===== src/hcs_pkg.sv =====
// constants, types and register map of the configuration source selector
package hcs_pkg;

  // register byte offsets
  localparam logic [11:0] HCS_OFS_CTRL   = 12'h000;
  localparam logic [11:0] HCS_OFS_STATUS = 12'h004;

  // control register fields and reset value
  localparam int          HCS_CTRL_AMP_PD  = 0;
  localparam int          HCS_CTRL_DL_HOLD = 1;
  localparam logic [1:0]  HCS_CTRL_RST     = 2'h0;

  // status register fields
  localparam int          HCS_ST_VALID    = 0;
  localparam int          HCS_ST_MODE_LO  = 1;
  localparam int          HCS_ST_STRAP_LO = 6;
  localparam int          HCS_ST_LPWR     = 9;
  localparam int          HCS_ST_EXTCLK   = 10;
  localparam int          HCS_ST_ADDR_LO  = 11;
  localparam int          HCS_ST_MOVED    = 18;

  // slave addresses answered in the two bus-slave modes
  localparam logic [6:0]  HCS_SMB_ADDR_A  = 7'h2C;
  localparam logic [6:0]  HCS_SMB_ADDR_B  = 7'h2D;
  localparam logic [6:0]  HCS_SMB_ADDR_RST = 7'h00;

  // timing
  localparam int          HCS_CLK_HZ       = 40_000_000;
  localparam int          HCS_CLK_PERIOD_NS = 25;
  localparam int          HCS_REF_CLK_HZ   = 24_000_000;
  localparam int          HCS_RST_MIN_NS   = 1000;
  localparam int          HCS_RST_MIN_CYC  =
    (HCS_RST_MIN_NS + HCS_CLK_PERIOD_NS - 1) / HCS_CLK_PERIOD_NS;
  // edges after release before the filtered straps are trusted
  localparam logic [2:0]  HCS_CAPTURE_CYC  = 3'h4;
  localparam logic [2:0]  HCS_CNT_RST      = 3'h0;

  // synchroniser lanes
  localparam int          HCS_NUM_PINS = 5;
  localparam int          HCS_PIN_LO   = 0;
  localparam int          HCS_PIN_MID  = 1;
  localparam int          HCS_PIN_HI   = 2;
  localparam int          HCS_PIN_EXT  = 3;
  localparam int          HCS_PIN_LPWR = 4;

  typedef enum logic [4:0] {
    HCS_SMB_A     = 5'h01,
    HCS_SMB_B     = 5'h02,
    HCS_DEF       = 5'h04,
    HCS_DEF_STRAP = 5'h08,
    HCS_EEPROM    = 5'h10
  } hcs_mode_t;

  typedef struct packed {
    hcs_mode_t  mode;
    logic [6:0] smb_addr;
    logic       smb_en;
    logic       eeprom_en;
    logic       strap_ovr;
    logic       valid;
  } hcs_cfg_t;

  typedef struct packed {
    logic hi;
    logic mid;
    logic lo;
  } hcs_strap_t;

endpackage : hcs_pkg


===== src/hcs_top.sv =====
// configuration source selector: strap decode at reset release, clock and power select
//
// The APB interface to the registers and the placing of the registers were decided locally.
`timescale 1ns/10ps

module hcs_top (
  // clock and reset
  input  wire  logic                CLK,
  input  wire  logic                RESET_N,
  // board pins
  input  wire  logic                CFG_SOURCE_STRAP_HI,
  input  wire  logic                CFG_SOURCE_STRAP_MID,
  input  wire  logic                CFG_SOURCE_STRAP_LO,
  input  wire  logic                EXT_CLOCK_SELECT,
  input  wire  logic                LOCAL_POWER_DETECT,
  // oscillator control
  output logic                      XTAL_AMP_EN,
  output logic                      EXT_CLK_SEL,
  // decoded configuration
  output hcs_pkg::hcs_cfg_t         CFG,
  output logic                      SELF_POWERED,
  // apb slave
  input  wire  logic                PSEL,
  input  wire  logic                PENABLE,
  input  wire  logic                PWRITE,
  input  wire  logic [11:0]         PADDR,
  input  wire  logic [31:0]         PWDATA,
  output logic [31:0]               PRDATA,
  output logic                      PREADY,
  output logic                      PSLVERR
);

  logic [hcs_pkg::HCS_NUM_PINS-1:0] pin_raw;
  logic [hcs_pkg::HCS_NUM_PINS-1:0] pin_s1_reg;
  logic [hcs_pkg::HCS_NUM_PINS-1:0] pin_s2_reg;
  logic [hcs_pkg::HCS_NUM_PINS-1:0] pin_s3_reg;
  logic [hcs_pkg::HCS_NUM_PINS-1:0] pin_flt_reg;
  logic [2:0]                       cap_cnt_reg;
  logic                             locked_reg;
  hcs_pkg::hcs_strap_t              strap_now;
  hcs_pkg::hcs_strap_t              strap_reg;
  hcs_pkg::hcs_mode_t               mode_reg;
  logic                             ext_clk_reg;
  logic                             lpwr_reg;
  logic [1:0]                       ctrl_reg;
  logic                             moved_reg;
  logic                             moved_set;
  logic                             moved_clr;
  logic                             acc;
  logic                             wr;
  logic                             hit_ctrl;
  logic                             hit_status;
  logic [31:0]                      status_word;
  logic [31:0]                      rdata;

  // select-strap decode: strap hi only matters when mid,lo read 1,0
  function automatic hcs_pkg::hcs_mode_t decode_src(input hcs_pkg::hcs_strap_t s);
    hcs_pkg::hcs_mode_t m;
    m = hcs_pkg::HCS_DEF;
    unique case ({s.mid, s.lo})
      2'h0: m = hcs_pkg::HCS_SMB_A;
      2'h1: m = hcs_pkg::HCS_SMB_B;
      2'h2: m = s.hi ? hcs_pkg::HCS_DEF_STRAP : hcs_pkg::HCS_DEF;
      2'h3: m = hcs_pkg::HCS_EEPROM;
    endcase
    return m;
  endfunction : decode_src

  function automatic logic [6:0] slave_addr(input hcs_pkg::hcs_mode_t m);
    logic [6:0] a;
    a = hcs_pkg::HCS_SMB_ADDR_RST;
    if (m == hcs_pkg::HCS_SMB_A) begin
      a = hcs_pkg::HCS_SMB_ADDR_A;
    end else if (m == hcs_pkg::HCS_SMB_B) begin
      a = hcs_pkg::HCS_SMB_ADDR_B;
    end
    return a;
  endfunction : slave_addr

  assign pin_raw[hcs_pkg::HCS_PIN_LO]   = CFG_SOURCE_STRAP_LO;
  assign pin_raw[hcs_pkg::HCS_PIN_MID]  = CFG_SOURCE_STRAP_MID;
  assign pin_raw[hcs_pkg::HCS_PIN_HI]   = CFG_SOURCE_STRAP_HI;
  assign pin_raw[hcs_pkg::HCS_PIN_EXT]  = EXT_CLOCK_SELECT;
  assign pin_raw[hcs_pkg::HCS_PIN_LPWR] = LOCAL_POWER_DETECT;

  // three-stage synchroniser per pin; a level counts once stages two and three agree
  genvar gi;
  generate
    for (gi = 0; gi < hcs_pkg::HCS_NUM_PINS; gi = gi + 1) begin : g_sync
      always_ff @(posedge CLK or negedge RESET_N) begin
        if (!RESET_N) begin
          pin_s1_reg[gi]  <= 1'b0;
          pin_s2_reg[gi]  <= 1'b0;
          pin_s3_reg[gi]  <= 1'b0;
          pin_flt_reg[gi] <= 1'b0;
        end else begin
          pin_s1_reg[gi] <= pin_raw[gi];
          pin_s2_reg[gi] <= pin_s1_reg[gi];
          pin_s3_reg[gi] <= pin_s2_reg[gi];
          if (pin_s2_reg[gi] == pin_s3_reg[gi]) begin
            pin_flt_reg[gi] <= pin_s3_reg[gi];
          end
        end
      end
    end
  endgenerate

  assign strap_now.hi  = pin_flt_reg[hcs_pkg::HCS_PIN_HI];
  assign strap_now.mid = pin_flt_reg[hcs_pkg::HCS_PIN_MID];
  assign strap_now.lo  = pin_flt_reg[hcs_pkg::HCS_PIN_LO];

  // straps are static around release, so the level seen once the
  // synchroniser has filled is the level at the rising reset edge
  always_ff @(posedge CLK or negedge RESET_N) begin
    if (!RESET_N) begin
      cap_cnt_reg <= hcs_pkg::HCS_CNT_RST;
      locked_reg  <= 1'b0;
    end else if (!locked_reg) begin
      if (cap_cnt_reg == hcs_pkg::HCS_CAPTURE_CYC) begin
        locked_reg <= 1'b1;
      end else begin
        cap_cnt_reg <= cap_cnt_reg + 3'h1;
      end
    end
  end

  // capture once; nothing but the next reset reopens it
  always_ff @(posedge CLK or negedge RESET_N) begin
    if (!RESET_N) begin
      strap_reg   <= '0;
      mode_reg    <= hcs_pkg::HCS_DEF;
      ext_clk_reg <= 1'b0;
    end else if (!locked_reg && cap_cnt_reg == hcs_pkg::HCS_CAPTURE_CYC) begin
      strap_reg   <= strap_now;
      mode_reg    <= decode_src(strap_now);
      // clock source latched too: switching it live would glitch the core clock
      ext_clk_reg <= pin_flt_reg[hcs_pkg::HCS_PIN_EXT];
    end
  end

  // power source may change at any time (dynamic power)
  always_ff @(posedge CLK or negedge RESET_N) begin
    if (!RESET_N) begin
      lpwr_reg <= 1'b0;
    end else begin
      lpwr_reg <= pin_flt_reg[hcs_pkg::HCS_PIN_LPWR];
    end
  end

  // later strap movement is ignored but reported
  assign moved_set = locked_reg && (strap_now != strap_reg);
  assign moved_clr = wr && hit_status && PWDATA[hcs_pkg::HCS_ST_MOVED];

  always_ff @(posedge CLK or negedge RESET_N) begin
    if (!RESET_N) begin
      moved_reg <= 1'b0;
    end else if (moved_set) begin
      moved_reg <= 1'b1;
    end else if (moved_clr) begin
      moved_reg <= 1'b0;
    end
  end

  // decoded configuration towards the loaders
  always_ff @(posedge CLK or negedge RESET_N) begin
    if (!RESET_N) begin
      CFG <= '{mode: hcs_pkg::HCS_DEF, smb_addr: hcs_pkg::HCS_SMB_ADDR_RST,
               smb_en: 1'b0, eeprom_en: 1'b0, strap_ovr: 1'b0, valid: 1'b0};
    end else begin
      CFG.mode      <= mode_reg;
      CFG.smb_addr  <= slave_addr(mode_reg);
      CFG.smb_en    <= locked_reg && !ctrl_reg[hcs_pkg::HCS_CTRL_DL_HOLD] &&
                       (mode_reg == hcs_pkg::HCS_SMB_A ||
                        mode_reg == hcs_pkg::HCS_SMB_B);
      CFG.eeprom_en <= locked_reg && !ctrl_reg[hcs_pkg::HCS_CTRL_DL_HOLD] &&
                       (mode_reg == hcs_pkg::HCS_EEPROM);
      CFG.strap_ovr <= locked_reg && (mode_reg == hcs_pkg::HCS_DEF_STRAP);
      CFG.valid     <= locked_reg;
    end
  end

  // oscillator: amplifier only runs in crystal mode, software may power it down
  always_ff @(posedge CLK or negedge RESET_N) begin
    if (!RESET_N) begin
      XTAL_AMP_EN  <= 1'b1;
      EXT_CLK_SEL  <= 1'b0;
      SELF_POWERED <= 1'b0;
    end else begin
      XTAL_AMP_EN  <= !ext_clk_reg && !ctrl_reg[hcs_pkg::HCS_CTRL_AMP_PD];
      EXT_CLK_SEL  <= ext_clk_reg;
      SELF_POWERED <= lpwr_reg;
    end
  end

  // apb slave, zero wait states
  assign acc        = PSEL && PENABLE;
  assign wr         = acc && PWRITE;
  assign hit_ctrl   = (PADDR == hcs_pkg::HCS_OFS_CTRL);
  assign hit_status = (PADDR == hcs_pkg::HCS_OFS_STATUS);
  assign PREADY     = 1'b1;
  assign PSLVERR    = acc && !hit_ctrl && !hit_status;

  always_ff @(posedge CLK or negedge RESET_N) begin
    if (!RESET_N) begin
      ctrl_reg <= hcs_pkg::HCS_CTRL_RST;
    end else if (wr && hit_ctrl) begin
      ctrl_reg <= PWDATA[1:0];
    end
  end

  always_comb begin
    status_word = 32'h0000_0000;
    status_word[hcs_pkg::HCS_ST_VALID] = locked_reg;
    status_word[hcs_pkg::HCS_ST_MODE_LO +: 5] = mode_reg;
    status_word[hcs_pkg::HCS_ST_STRAP_LO +: 3] = strap_reg;
    status_word[hcs_pkg::HCS_ST_LPWR] = lpwr_reg;
    status_word[hcs_pkg::HCS_ST_EXTCLK] = ext_clk_reg;
    status_word[hcs_pkg::HCS_ST_ADDR_LO +: 7] = slave_addr(mode_reg);
    status_word[hcs_pkg::HCS_ST_MOVED] = moved_reg;
  end

  always_comb begin
    rdata = 32'h0000_0000;
    if (hit_ctrl) begin
      rdata = {30'h0000_0000, ctrl_reg};
    end else if (hit_status) begin
      rdata = status_word;
    end
  end

  // read data registered at the setup cycle so it is stable in the access phase
  always_ff @(posedge CLK or negedge RESET_N) begin
    if (!RESET_N) begin
      PRDATA <= 32'h0000_0000;
    end else if (PSEL && !PENABLE && !PWRITE) begin
      PRDATA <= rdata;
    end
  end

endmodule : hcs_top


===== config.mk =====
export PLATFORM = sky130hd
export DESIGN_NAME = hcs_top
export DESIGN_NICKNAME = d
export VERILOG_FILES = /design/src/hcs_pkg.sv /design/src/hcs_top.sv
export SDC_FILE = /design/constraint.sdc
export NUM_CORES = 1
export LEC_CHECK = 0
export BUFFER_PORTS_ARGS = -buffer_cell sky130_fd_sc_hd__clkbuf_2
export CORE_ASPECT_RATIO = 1.2
export CORE_UTILIZATION = 25
export DETAILED_ROUTE_END_ITERATION = 10
export HOLD_SLACK_MARGIN = 0.06
export PLACE_DENSITY = 0.49
export SLEW_MARGIN = 40
export SYNTH_ARGS = -nofsm -noshare
export SYNTH_HDL_FRONTEND = slang
export SYNTH_SLANG_ARGS = --single-unit

===== constraint.sdc =====
create_clock -name CLK -period 1.63 [get_ports CLK]
set_input_delay 0.2445 -clock CLK [delete_from_list [all_inputs] [get_ports CLK]]
set_output_delay 0.2445 -clock CLK [all_outputs]
set_load 0.01 [all_outputs]

==> results of run 1 <==
## logic make-up (layout without fill, tap and decap cells)
group                      count (synthesis)  count (layout)  share of synthesized area [%]
and+or+nand+nor                           37              37                           8.75
other                                      2              20                          0.302
xor gates and xnor gates                   6               6                           2.11
DFF                                       65              65                           65.5
buffers and inverters                     35              92                           9.55
AOI/OAI and AO/OA                         24              24                           7.69
muxes                                      7               7                           3.07
adders and majority gates                  7               7                           3.02
## worst max-delay path: stages
cell and delay (ns):
clkbuf_2 0.09, nor4_2 0.28, nand3_2 0.14, buf_4 0.18
and3_2 0.20, clkbuf_2 0.12
## repair_timing
action,CTS,global route
hold endpoints to repair,67,0
buffers inserted,0,0
hold buffers,6,0
## layer usage
metal	share of wire, %	vias to the layer above	wire, um
li1	-	728	-
met2	44	63	1890
met1	47	691	2000
met5	0	-	0
met4	2.8	0	119
met3	5.7	11	244
## worst max-delay path by stage
stage | start | endpoint | slack, ns | cells after the start
global placement | PADDR[5] | PRDATA[7] | 0.10 | 7
global route | PADDR[5] | PSLVERR | 0.03 | 6
floorplan | PADDR[5] | ctrl_reg[0] | 0.25 | 4
detailed placement | PADDR[5] | PRDATA[9] | 0.1 | 7
CTS | PADDR[5] | PSLVERR | 0.12 | 6
finish | PADDR[5] | PSLVERR | 0.13 | 6
## layout make-up
class | instances | area [um2] | share of cell area, %
multi-input combinational | 101 | 688 | 21.0
sequential | 65 | 1630 | 49.8
inverter | 6 | 22.5 | 0.688
clock buffer | 10 | 239 | 7.30
tap | 123 | 154 | 4.70
timing repair buffer | 70 | 423 | 12.9
clock inverter | 6 | 115 | 3.52
## layout by cell type (no fill, tap or decap), drive strengths merged, types with 4 or more instances in the layout
cell type     n
nor4          4
dfrtp        62
buf           8
o21ai         6
maj3          5
xnor2         5
nand2        16
nor3          4
a22o         12
dlygate4sd3   6
conb         20
mux2          5
clkbuf       66
inv           6
## where the power goes
group | internal [uW] | leakage (uW) | switching [uW]
clock network | 1540 | 0.000169 | 686
registers | 1700 | 0.000807 | 56.9
logic | 103 | 0.000618 | 134
## metrics by stage
stage               hold slack (ns)  instance area, um2  utilization [%]  cells
floorplan                   -0.0511                2560                -    201
global placement              0.290                2860             29.7    359
detailed placement            0.289                2860             29.7    359
CTS                           0.156                3270             34.0    381
global route                  0.174                3270             34.0    381
finish                        0.165                3270             34.0    381
==> key figures, run 1 <==
Logic synthesis
  – Fraction of registers with async set/reset: 100%
  – Top cells by count, synth: dfrtp_1 (62), buf_4 (24), nand2_1 (16), a22o_2 (10)
  – Synth unique cells: 36
  – EDFF count, synth: 0
  – Cell accounting for the most synthesized area: dfrtp_1
  – Most common cell in the netlist: dfrtp_1
  – Cell count after synthesis: 183
  – Post-synthesis sequential area ratio: 65.5%
  – Prevailing post-synth register cell: dfrtp_1
  – Synth Warn #: 0
  – Cell Area, Synth: 2490 um2
  – Post-synth top area share: 62.3%
  – Yosys reg bits: 65
  – Mapped Avg Cell Area: 13.6 um2
  – Synth top area cells: dfrtp_1 (62%), buf_4 (7.2%), a22o_2 (4.0%)

Route
  – Vias per inst: 3.92
  – Routed len/inst: 11.1 um
  – Via count: 1493
  – Routed WL: 4.25 mm
  – Post-DRT Antenna Nets: 0
  – DRT Pass-1 Iters: 4
  – Drt drc: 0
  – DRT iter0 DRCs: 61

Final layout
  – Final nets: 309
  – Max reg flops: 14
  – Layout cells sized above 1: 40.3%
  – Diode count: 0
  – Biggest register: PRDATA
  – P&R area growth vs syn: 31.5%
  – Top Registers: PRDATA (14), CFG (11)
  – # fillers: 986

Job
  – Max-cap viol count: 0

Outcome
  – Status: completed

Placement
  – I/O Buffers: 57
  – DP Wirelength: 2.90 mm
  – Place WS: 0.0958 ns
  – Routability cong.: 0.666

Global route
  – Met3 Use GR: 2.88%
  – Via count of the first global-routing pass: 1437
  – Largest net degree at the start of global routing: 66
  – Met1 Use GR: 12.1%
  – First-pass GRT wire length: 7.25 mm
  – Initial antenna violation count: 0
  – GRT Util Overall: 9.36%
  – M2 GR Usage: 13.3%
  – Gr ovfl total: 0
  – GR peak layer: met2

STA
  – Slew Limit Fails: 0
  – Setup TNS: 0 ns
  – Min Tclk post-route: 1.50 ns
  – Fmax: 0.666 GHz
  – Setup Skew: 0.00587 ns
  – Final setup fails: 0
  – RSZ-0062 raised after global routing: false
  – Final setup margin: 0.129 ns
  – Final period utilization: 92.1%
  – Hold Violations, Final: 0

Worst setup path
  – R2R Setup Slk: 0.22 ns
  – Reg-to-reg critical path endpoint: mode_reg[2]
  – Crit path required time: 1.39 ns
  – CP startpoint kind: primary input
  – CP Capture Type: output port
  – Worst Path Arrival: 1.26 ns
  – Crit path max fanout: 4
  – R2R Path Start: cap_cnt_reg[0]
  – CP Class: primary input to output port
  – Worst Reg-to-Reg Cells: 5

Clocking
  – Number of buffers created by CTS: 9
  – H-tree levels: 3
  – Post-CTS sizing: 0
  – Clock-pin slew on the worst setup and hold paths: 0.05 ns
  – Worst-skew pair later-pin latency: 0.32 ns
  – Root Buffer Master: clkbuf_16
  – CTS sink count: 65
  – CTS tree: done
  – Clock buffer depth: 2

Worst hold path
  – HP Class: primary input to register
  – Hold Crit Depth: 2
  – Worst hold start: PWDATA[0]
  – Hold endpoint: ctrl_reg[0]

Floorplanning
  – Die Span Y: 111 um
  – Die area: 10400 um2
  – Total core area: 9610 um2
  – # rows: 39
  – Initial core utilization: 25.9%
  – Die width: 93.1 um
  – IO Pins: 107

Power
  – Final Total Pwr: 4210 uW
  – Static Leak: 0.00159 uW
  – Worst IR Drop VDD: 565 uV
  – Power per cell area: 1290 nW/um2
No activity file was read; power rests on OpenSTA's default activity.
==> run 2, diff against run 1 <==
--- a/config.mk
+++ b/config.mk
@@ -8,6 +8,7 @@
 export BUFFER_PORTS_ARGS = -buffer_cell sky130_fd_sc_hd__clkbuf_2
 export CORE_ASPECT_RATIO = 1.2
 export CORE_UTILIZATION = 25
+export CTS_BUF_LIST = sky130_fd_sc_hd__clkbuf_8
 export DETAILED_ROUTE_END_ITERATION = 10
 export HOLD_SLACK_MARGIN = 0.06
 export PLACE_DENSITY = 0.49
==> run 2 against run 1 <==
Net effect:
- non-clock buffer count stayed put
- highest routed layer unchanged
- register-to-register slack hardly changed
- largest power group is now sequential cells
- sequential share of layout area is 1.6 points higher
- sequential power hardly changed
- via count is 0.13% higher
==> key figures, run 2 (synthesized netlist as in run 1, its figures left out) <==
Outcome
  – Status: completed (unchanged)

Final layout
  – Top Registers: PRDATA (14), CFG (11) (unchanged)
  – Final nets: 309 (unchanged)
  – Diode count: 0 (unchanged)
  – Most frequent cells in the layout: dfrtp_1 (62), clkbuf_2 (56), conb_1 (20), nand2_1 (16) (was dfrtp_1 (62), clkbuf_2 (56), conb_1 (20), nand2_1 (16), a22o_2 (10))
  – P&R area growth vs syn: 27.4% (was 31.5%)
  – Max reg flops: 14 (unchanged)
  – # fillers: 997 (was 986)
  – Commonest non-fill, non-tap cell in the layout: dfrtp_1 (unchanged)
  – Biggest register: PRDATA (unchanged)
  – Layout cells sized above 1: 40.3% (unchanged)

Clocking
  – Postcts setup bufs: 0 (unchanged)
  – Worst-skew pair later-pin latency: 0.34 ns (was 0.32 ns)
  – Root Buffer Master: clkbuf_8 (was clkbuf_16)
  – Post-CTS sizing: 0 (unchanged)
  – Clock buffer depth: 2 (unchanged)
  – CTS tree: done (unchanged)
  – Post-CTS Hold Buffers: 6 (unchanged)
  – H-tree levels: 3 (unchanged)
  – Number of buffers created by CTS: 9 (unchanged)
  – Clock-pin slew on the worst setup and hold paths: 0.06 ns (was 0.05 ns)
  – CTS sink count: 65 (unchanged)

Placement
  – I/O Buffers: 57 (unchanged)
  – DP Wirelength: 2.90 mm (unchanged)
  – Routability cong.: 0.666 (unchanged)
  – Place WS: 0.0958 ns (unchanged)

STA
  – Setup Skew: 0.0103 ns (was 0.00587 ns)
  – Slew Limit Fails: 0 (unchanged)
  – Final setup margin: 0.129 ns (about the same)
  – Hold Violations, Final: 0 (unchanged)
  – Min Tclk post-route: 1.50 ns (about the same)
  – Final period utilization: 92.1% (about the same)
  – Final setup fails: 0 (unchanged)
  – RSZ-0062 raised after global routing: false (unchanged)
  – Fmax: 0.666 GHz (about the same)
  – Setup TNS: 0 ns (unchanged)

Power
  – Seq pwr share: 47.6% (was 41.6%)
  – Power per cell area: 1160 nW/um2 (was 1290 nW/um2)
  – Switching share of power: 22.2% (was 20.8%)
  – Sw power: 815 uW (was 877 uW)
  – P_int: 2860 uW (was 3340 uW)
  – Clk pwr share: 45.9% (was 52.8%)
  – Combinational Power Share: 6.5% (was 5.6%)
  – Static Leak: 0.00155 uW (was 0.00159 uW)
  – Worst IR Drop VDD: 409 uV (was 565 uV)

Floorplanning
  – IO Pins: 107 (unchanged)
  – Die area: 10400 um2 (unchanged)
  – # rows: 39 (unchanged)
  – Initial core utilization: 25.9% (unchanged)
  – Die width: 93.1 um (unchanged)
  – Total core area: 9610 um2 (unchanged)
  – Die Span Y: 111 um (unchanged)

Worst hold path
  – HP Class: primary input to register (unchanged)

Worst setup path
  – Worst-path cell chain: clkbuf_2, nor4_2, nand3_2, buf_4, and3_2, clkbuf_2 (unchanged)
  – Worst Path Arrival: 1.26 ns (about the same)
  – Worst path most repeated cell: clkbuf_2 (unchanged)
  – CP startpoint kind: primary input (unchanged)
  – Crit path max fanout: 4 (unchanged)
  – CP Class: primary input to output port (unchanged)
  – Slowest CP cell: nor4_2 (unchanged)
  – CP max stage delay: 0.28 ns (about the same)
  – Crit path required time: 1.39 ns (about the same)
  – CP Capture Type: output port (unchanged)

Route
  – Via count: 1495 (was 1493)
  – Post-DRT Antenna Nets: 0 (unchanged)
  – Drt drc: 0 (unchanged)
  – Routed WL: 4.27 mm (was 4.25 mm)
  – Vias per inst: 3.92 (about the same)
  – Routed len/inst: 11.2 um (was 11.1 um)
  – DRT iter0 DRCs: 64 (was 61)
  – DRT Pass-1 Iters: 4 (unchanged)

Global route
  – First-pass GRT wire length: 7.25 mm (about the same)
  – Largest net degree at the start of global routing: 66 (unchanged)
  – Via count of the first global-routing pass: 1452 (was 1437)
  – Gr ovfl total: 0 (unchanged)
  – GRT Util Overall: 9.38% (was 9.36%)
  – Initial antenna violation count: 0 (unchanged)

Job
  – Max-cap viol count: 0 (unchanged)
## run 2: changes by cell type in the layout (fill, tap and decap cells not counted)
| cell | change |
|---|---|
| clkbuf_16 | -9 |
| clkbuf_8 | +9 |
## run 2: critical path, delay by kind of cell
kind / cells / cell delay, ns
AND/OR/NAND/NOR: 3 / 0.62
buffers and inverters: 3 / 0.39
## run 2: cell type report
class | instances | area [um2] | share of cell area, %
clock buffers | 10 | 138 | 4.34
clock inverters | 6 | 115 | 3.63
inverters | 6 | 22.5 | 0.710
multi-input cells | 101 | 688 | 21.7
flip-flops and latches | 65 | 1630 | 51.4
well taps | 123 | 154 | 4.85
repair buffers | 70 | 423 | 13.3
## run 2: worst paths after layout
check,endpoint,slack [ns],start,cells past startpoint
min in group asynchronous,PRDATA[18],0.45,RESET_N,3
max reg2reg,mode_reg[2],0.23,cap_cnt_reg[0],5
min reg2reg,pin_s2_reg[1],0.35,pin_s1_reg[1],0
min,ctrl_reg[0],0.15,PWDATA[0],2
max in group asynchronous,mode_reg[2],0.85,RESET_N,3
max,PSLVERR,0.13,PADDR[5],6
## run 2: layer usage
| layer | track usage [%] | up-vias | routed length [um] | share of wire, % |
|---|---|---|---|---|
| li1 | - | 728 | - | - |
| met1 | 12.0 | 694 | 2000 | 47 |
| met2 | 13.4 | 63 | 1880 | 44 |
| met3 | 2.88 | 10 | 278 | 6.5 |
| met4 | 6.46 | 0 | 107 | 2.5 |
| met5 | 0 | - | 0 | 0 |
## run 2: power groups by stage
| stage | registers [uW] | clock network (uW) | logic [uW] |
|---|---|---|---|
| floorplan | 1780 | 0 | 152 |
| global placement | 1780 | 0 | 231 |
| detailed placement | 1780 | 0 | 233 |
| CTS | 1750 | 1750 | 244 |
| global route | 1760 | 1810 | 272 |
| finish | 1750 | 1690 | 238 |
## run 2: per-stage QoR
step                total power (uW)  hold WS [ns]  area, um2  util (%)  instances
floorplan                       1930       -0.0511       2560         -        201
global placement                2010         0.290       2860      29.7        359
detailed placement              2020         0.289       2860      29.7        359
CTS                             3740         0.134       3170      33.0        381
global route                    3850         0.154       3170      33.0        381
finish                          3670         0.151       3170      33.0        381
==> run 3, diff against run 2 <==
--- a/config.mk
+++ b/config.mk
@@ -5,12 +5,12 @@
 export SDC_FILE = /design/constraint.sdc
 export NUM_CORES = 1
 export LEC_CHECK = 0
-export BUFFER_PORTS_ARGS = -buffer_cell sky130_fd_sc_hd__clkbuf_2
+export BUFFER_PORTS_ARGS = -buffer_cell sky130_fd_sc_hd__buf_2
 export CORE_ASPECT_RATIO = 1.2
 export CORE_UTILIZATION = 25
 export CTS_BUF_LIST = sky130_fd_sc_hd__clkbuf_8
 export DETAILED_ROUTE_END_ITERATION = 10
-export HOLD_SLACK_MARGIN = 0.06
+export HOLD_SLACK_MARGIN = 0.02
 export PLACE_DENSITY = 0.49
 export SLEW_MARGIN = 40
 export SYNTH_ARGS = -nofsm -noshare
==> run 3 against run 2 <==
Net effect:
- flip-flop and latch count did not move
- clock power fell by 30%
- routed wire length rose by 1.1%
- count of clock-buffer cells in the layout fell by 1
- utilization down 0.70 points
- cell area decreased by 2.1%
- final cell count rose by 0.52%
- critical endpoint unchanged
- largest power group unchanged
==> key figures, run 3 (synthesized netlist as in run 1, its figures left out) <==
Worst setup path
  – R2R Path Start: cap_cnt_reg[0] (unchanged)
  – CP startpoint kind: primary input (unchanged)
  – Worst path most repeated cell: buf_2 (was clkbuf_2)
  – CP max stage delay: 0.28 ns (about the same)
  – Crit path required time: 1.39 ns (about the same)
  – WP buf/inv: 2 (was 3)
  – Reg-to-reg critical path endpoint: ext_clk_reg (was mode_reg[2])
  – Slowest CP cell: nor4_2 (unchanged)
  – Worst-path cell chain: buf_2, nor4_2, nand3_2, and3_2, buf_2 (was clkbuf_2, nor4_2, nand3_2, buf_4, and3_2, clkbuf_2)
  – Crit path max fanout: 5 (was 4)
  – Delay-heaviest family, CP: simple AND/OR/NAND/NOR gates (unchanged)
  – Worst Reg-to-Reg Cells: 5 (unchanged)
  – CP Capture Type: output port (unchanged)
  – Worst Path Arrival: 1.21 ns (was 1.26 ns)
  – R2R Setup Slk: 0.27 ns (was 0.23 ns)
  – CP Class: primary input to output port (unchanged)

Placement
  – DP Wirelength: 2.94 mm (was 2.90 mm)
  – Area after DPL: 2870 um2 (was 2860 um2)
  – Routability cong.: 0.665 (was 0.666)
  – Place WS: 0.0225 ns (was 0.0958 ns)
  – I/O Buffers: 57 (unchanged)

Route
  – Vias per inst: 3.89 (was 3.92)
  – Via count: 1491 (was 1495)
  – Post-DRT Antenna Nets: 0 (unchanged)
  – Routed len/inst: 11.3 um (was 11.2 um)
  – Routed WL: 4.31 mm (was 4.27 mm)
  – Drt drc: 0 (unchanged)
  – DRT iter0 DRCs: 98 (was 64)
  – DRT Pass-1 Iters: 4 (unchanged)

Final layout
  – Biggest register: PRDATA (unchanged)
  – Design area: 3100 um2 (was 3170 um2)
  – Commonest non-fill, non-tap cell in the layout: dfrtp_1 (unchanged)
  – Max reg flops: 14 (unchanged)
  – # fillers: 987 (was 997)
  – Sequential cell area: 1630 um2 (unchanged)
  – Final nets: 311 (was 309)
  – Layout cells sized above 1: 40.8% (was 40.3%)
  – Diode count: 0 (unchanged)
  – Multi-input combinational cell area: 688 um2 (unchanged)
  – Top Registers: PRDATA (14), CFG (11) (unchanged)
  – P&R area growth vs syn: 24.7% (was 27.4%)
  – Util after Layout: 32.3% (was 33.0%)
  – Most frequent cells in the layout: dfrtp_1 (62), buf_2 (57), conb_1 (20), nand2_1 (16), a22o_2 (10) (was dfrtp_1 (62), clkbuf_2 (56), conb_1 (20), nand2_1 (16))

Floorplanning
  – Initial core utilization: 25.9% (unchanged)
  – Die width: 93.1 um (unchanged)
  – IO Pins: 107 (unchanged)
  – Die Span Y: 111 um (unchanged)
  – Die area: 10400 um2 (unchanged)
  – # rows: 39 (unchanged)
  – Total core area: 9610 um2 (unchanged)

Worst hold path
  – HP Class: primary input to register (unchanged)
  – Hold endpoint: ctrl_reg[0] (unchanged)
  – Worst hold start: PWDATA[0] (unchanged)
  – Hold Crit Depth: 2 (unchanged)

STA
  – Hold Violations, Final: 0 (unchanged)
  – Fmax: 0.686 GHz (was 0.666 GHz)
  – WHS: 0.135 ns (was 0.151 ns)
  – Final period utilization: 89.4% (was 92.1%)
  – Final setup fails: 0 (unchanged)
  – RSZ-0062 raised after global routing: false (unchanged)
  – Setup Skew: 0.00529 ns (was 0.0103 ns)
  – Setup TNS: 0 ns (unchanged)
  – Slew Limit Fails: 0 (unchanged)
  – Min Tclk post-route: 1.46 ns (was 1.50 ns)
  – Final setup margin: 0.173 ns (was 0.129 ns)

Power
  – Worst IR Drop VDD: 366 uV (was 409 uV)
  – Clk pwr share: 37.2% (was 45.9%)
  – Sw power: 819 uW (was 815 uW)
  – Switching share of power: 25.9% (was 22.2%)
  – Static Leak: 0.00153 uW (was 0.00155 uW)
  – Seq pwr share: 55.2% (was 47.6%)
  – Combinational Power Share: 7.6% (was 6.5%)
  – P_int: 2340 uW (was 2860 uW)
  – Power per cell area: 1020 nW/um2 (was 1160 nW/um2)

Clocking
  – Number of buffers created by CTS: 9 (unchanged)
  – Worst-skew pair later-pin latency: 0.34 ns (about the same)
  – Root Buffer Master: clkbuf_8 (unchanged)
  – CTS tree: done (unchanged)
  – H-tree levels: 3 (unchanged)
  – CTS sink count: 65 (unchanged)
  – Clock-pin slew on the worst setup and hold paths: 0.07 ns (was 0.06 ns)
  – Clock buffer depth: 2 (unchanged)

Outcome
  – Status: completed (unchanged)

Global route
  – GRT Util Overall: 9.70% (was 9.38%)
  – Via count of the first global-routing pass: 1481 (was 1452)
  – First-pass GRT wire length: 7.49 mm (was 7.25 mm)
  – Gr ovfl total: 0 (unchanged)
  – Initial antenna violation count: 0 (unchanged)
  – Largest net degree at the start of global routing: 66 (unchanged)

Job
  – Max-cap viol count: 0 (unchanged)
[run 3: changes by cell type in the layout (fill, tap and decap cells not counted), sizes merged]
cell / before / now
inv: 6 / 7
clkbuf: 66 / 9
clkinvlp: 1 / 3
buf: 8 / 66
clkinv: 2 / 3
bufinv: 3 / 0
[run 3: routing by layer]
layer  track usage (%)  vias to the layer above  part of all wire [%]
met5                 0                        -                     0
met4              6.77                        0                   2.9
met3              3.50                       11                   6.3
met2              13.8                       60                    45
met1              12.1                      694                    45
li1                  -                      726                     -
[run 3: layout make-up]
class / instances / share of cell area, %
clock buffers: 9 / 3.99
inverters: 6 / 0.726
multi-input cells: 101 / 22.2
well taps: 123 / 4.96
flip-flops and latches: 65 / 52.5
clock inverters: 7 / 1.49
repair buffers: 72 / 14.1
[run 3: power by group through the flow]
stage	sequential (uW)	combinational (uW)	clock, uW
finish	1750	240	1180
global route	1760	272	1310
CTS	1750	244	1230
detailed placement	1780	233	0
global placement	1780	231	0
floorplan	1780	152	0
[run 3: worst max path at each step]
stage,startpoint,end,slack (ns),cells after the start
floorplan,PADDR[5],ctrl_reg[0],0.25,4
global placement,PADDR[5],ctrl_reg[1],0.04,5
detailed placement,PADDR[5],ctrl_reg[1],0.02,5
CTS,cap_cnt_reg[0],mode_reg[3],0.14,5
global route,PADDR[5],PSLVERR,0.06,5
finish,PADDR[5],PSLVERR,0.17,5
[run 3: stage by stage]
| step | power, uW | std cells |
|---|---|---|
| global placement | 2010 | 360 |
| global route | 3340 | 383 |
| finish | 3160 | 383 |
| floorplan | 1930 | 201 |
| CTS | 3230 | 382 |
| detailed placement | 2010 | 360 |
[run 3: repair_timing]
| item | 4_1_cts | 5_1_grt |
|---|---|---|
| setup endpoints to repair | 0 | 1 |
| hold buffers | 6 | 0 |
| buffers inserted | 0 | 1 |
| gates resized for setup | 0 | 0 |
| hold endpoints to repair | 67 | 0 |
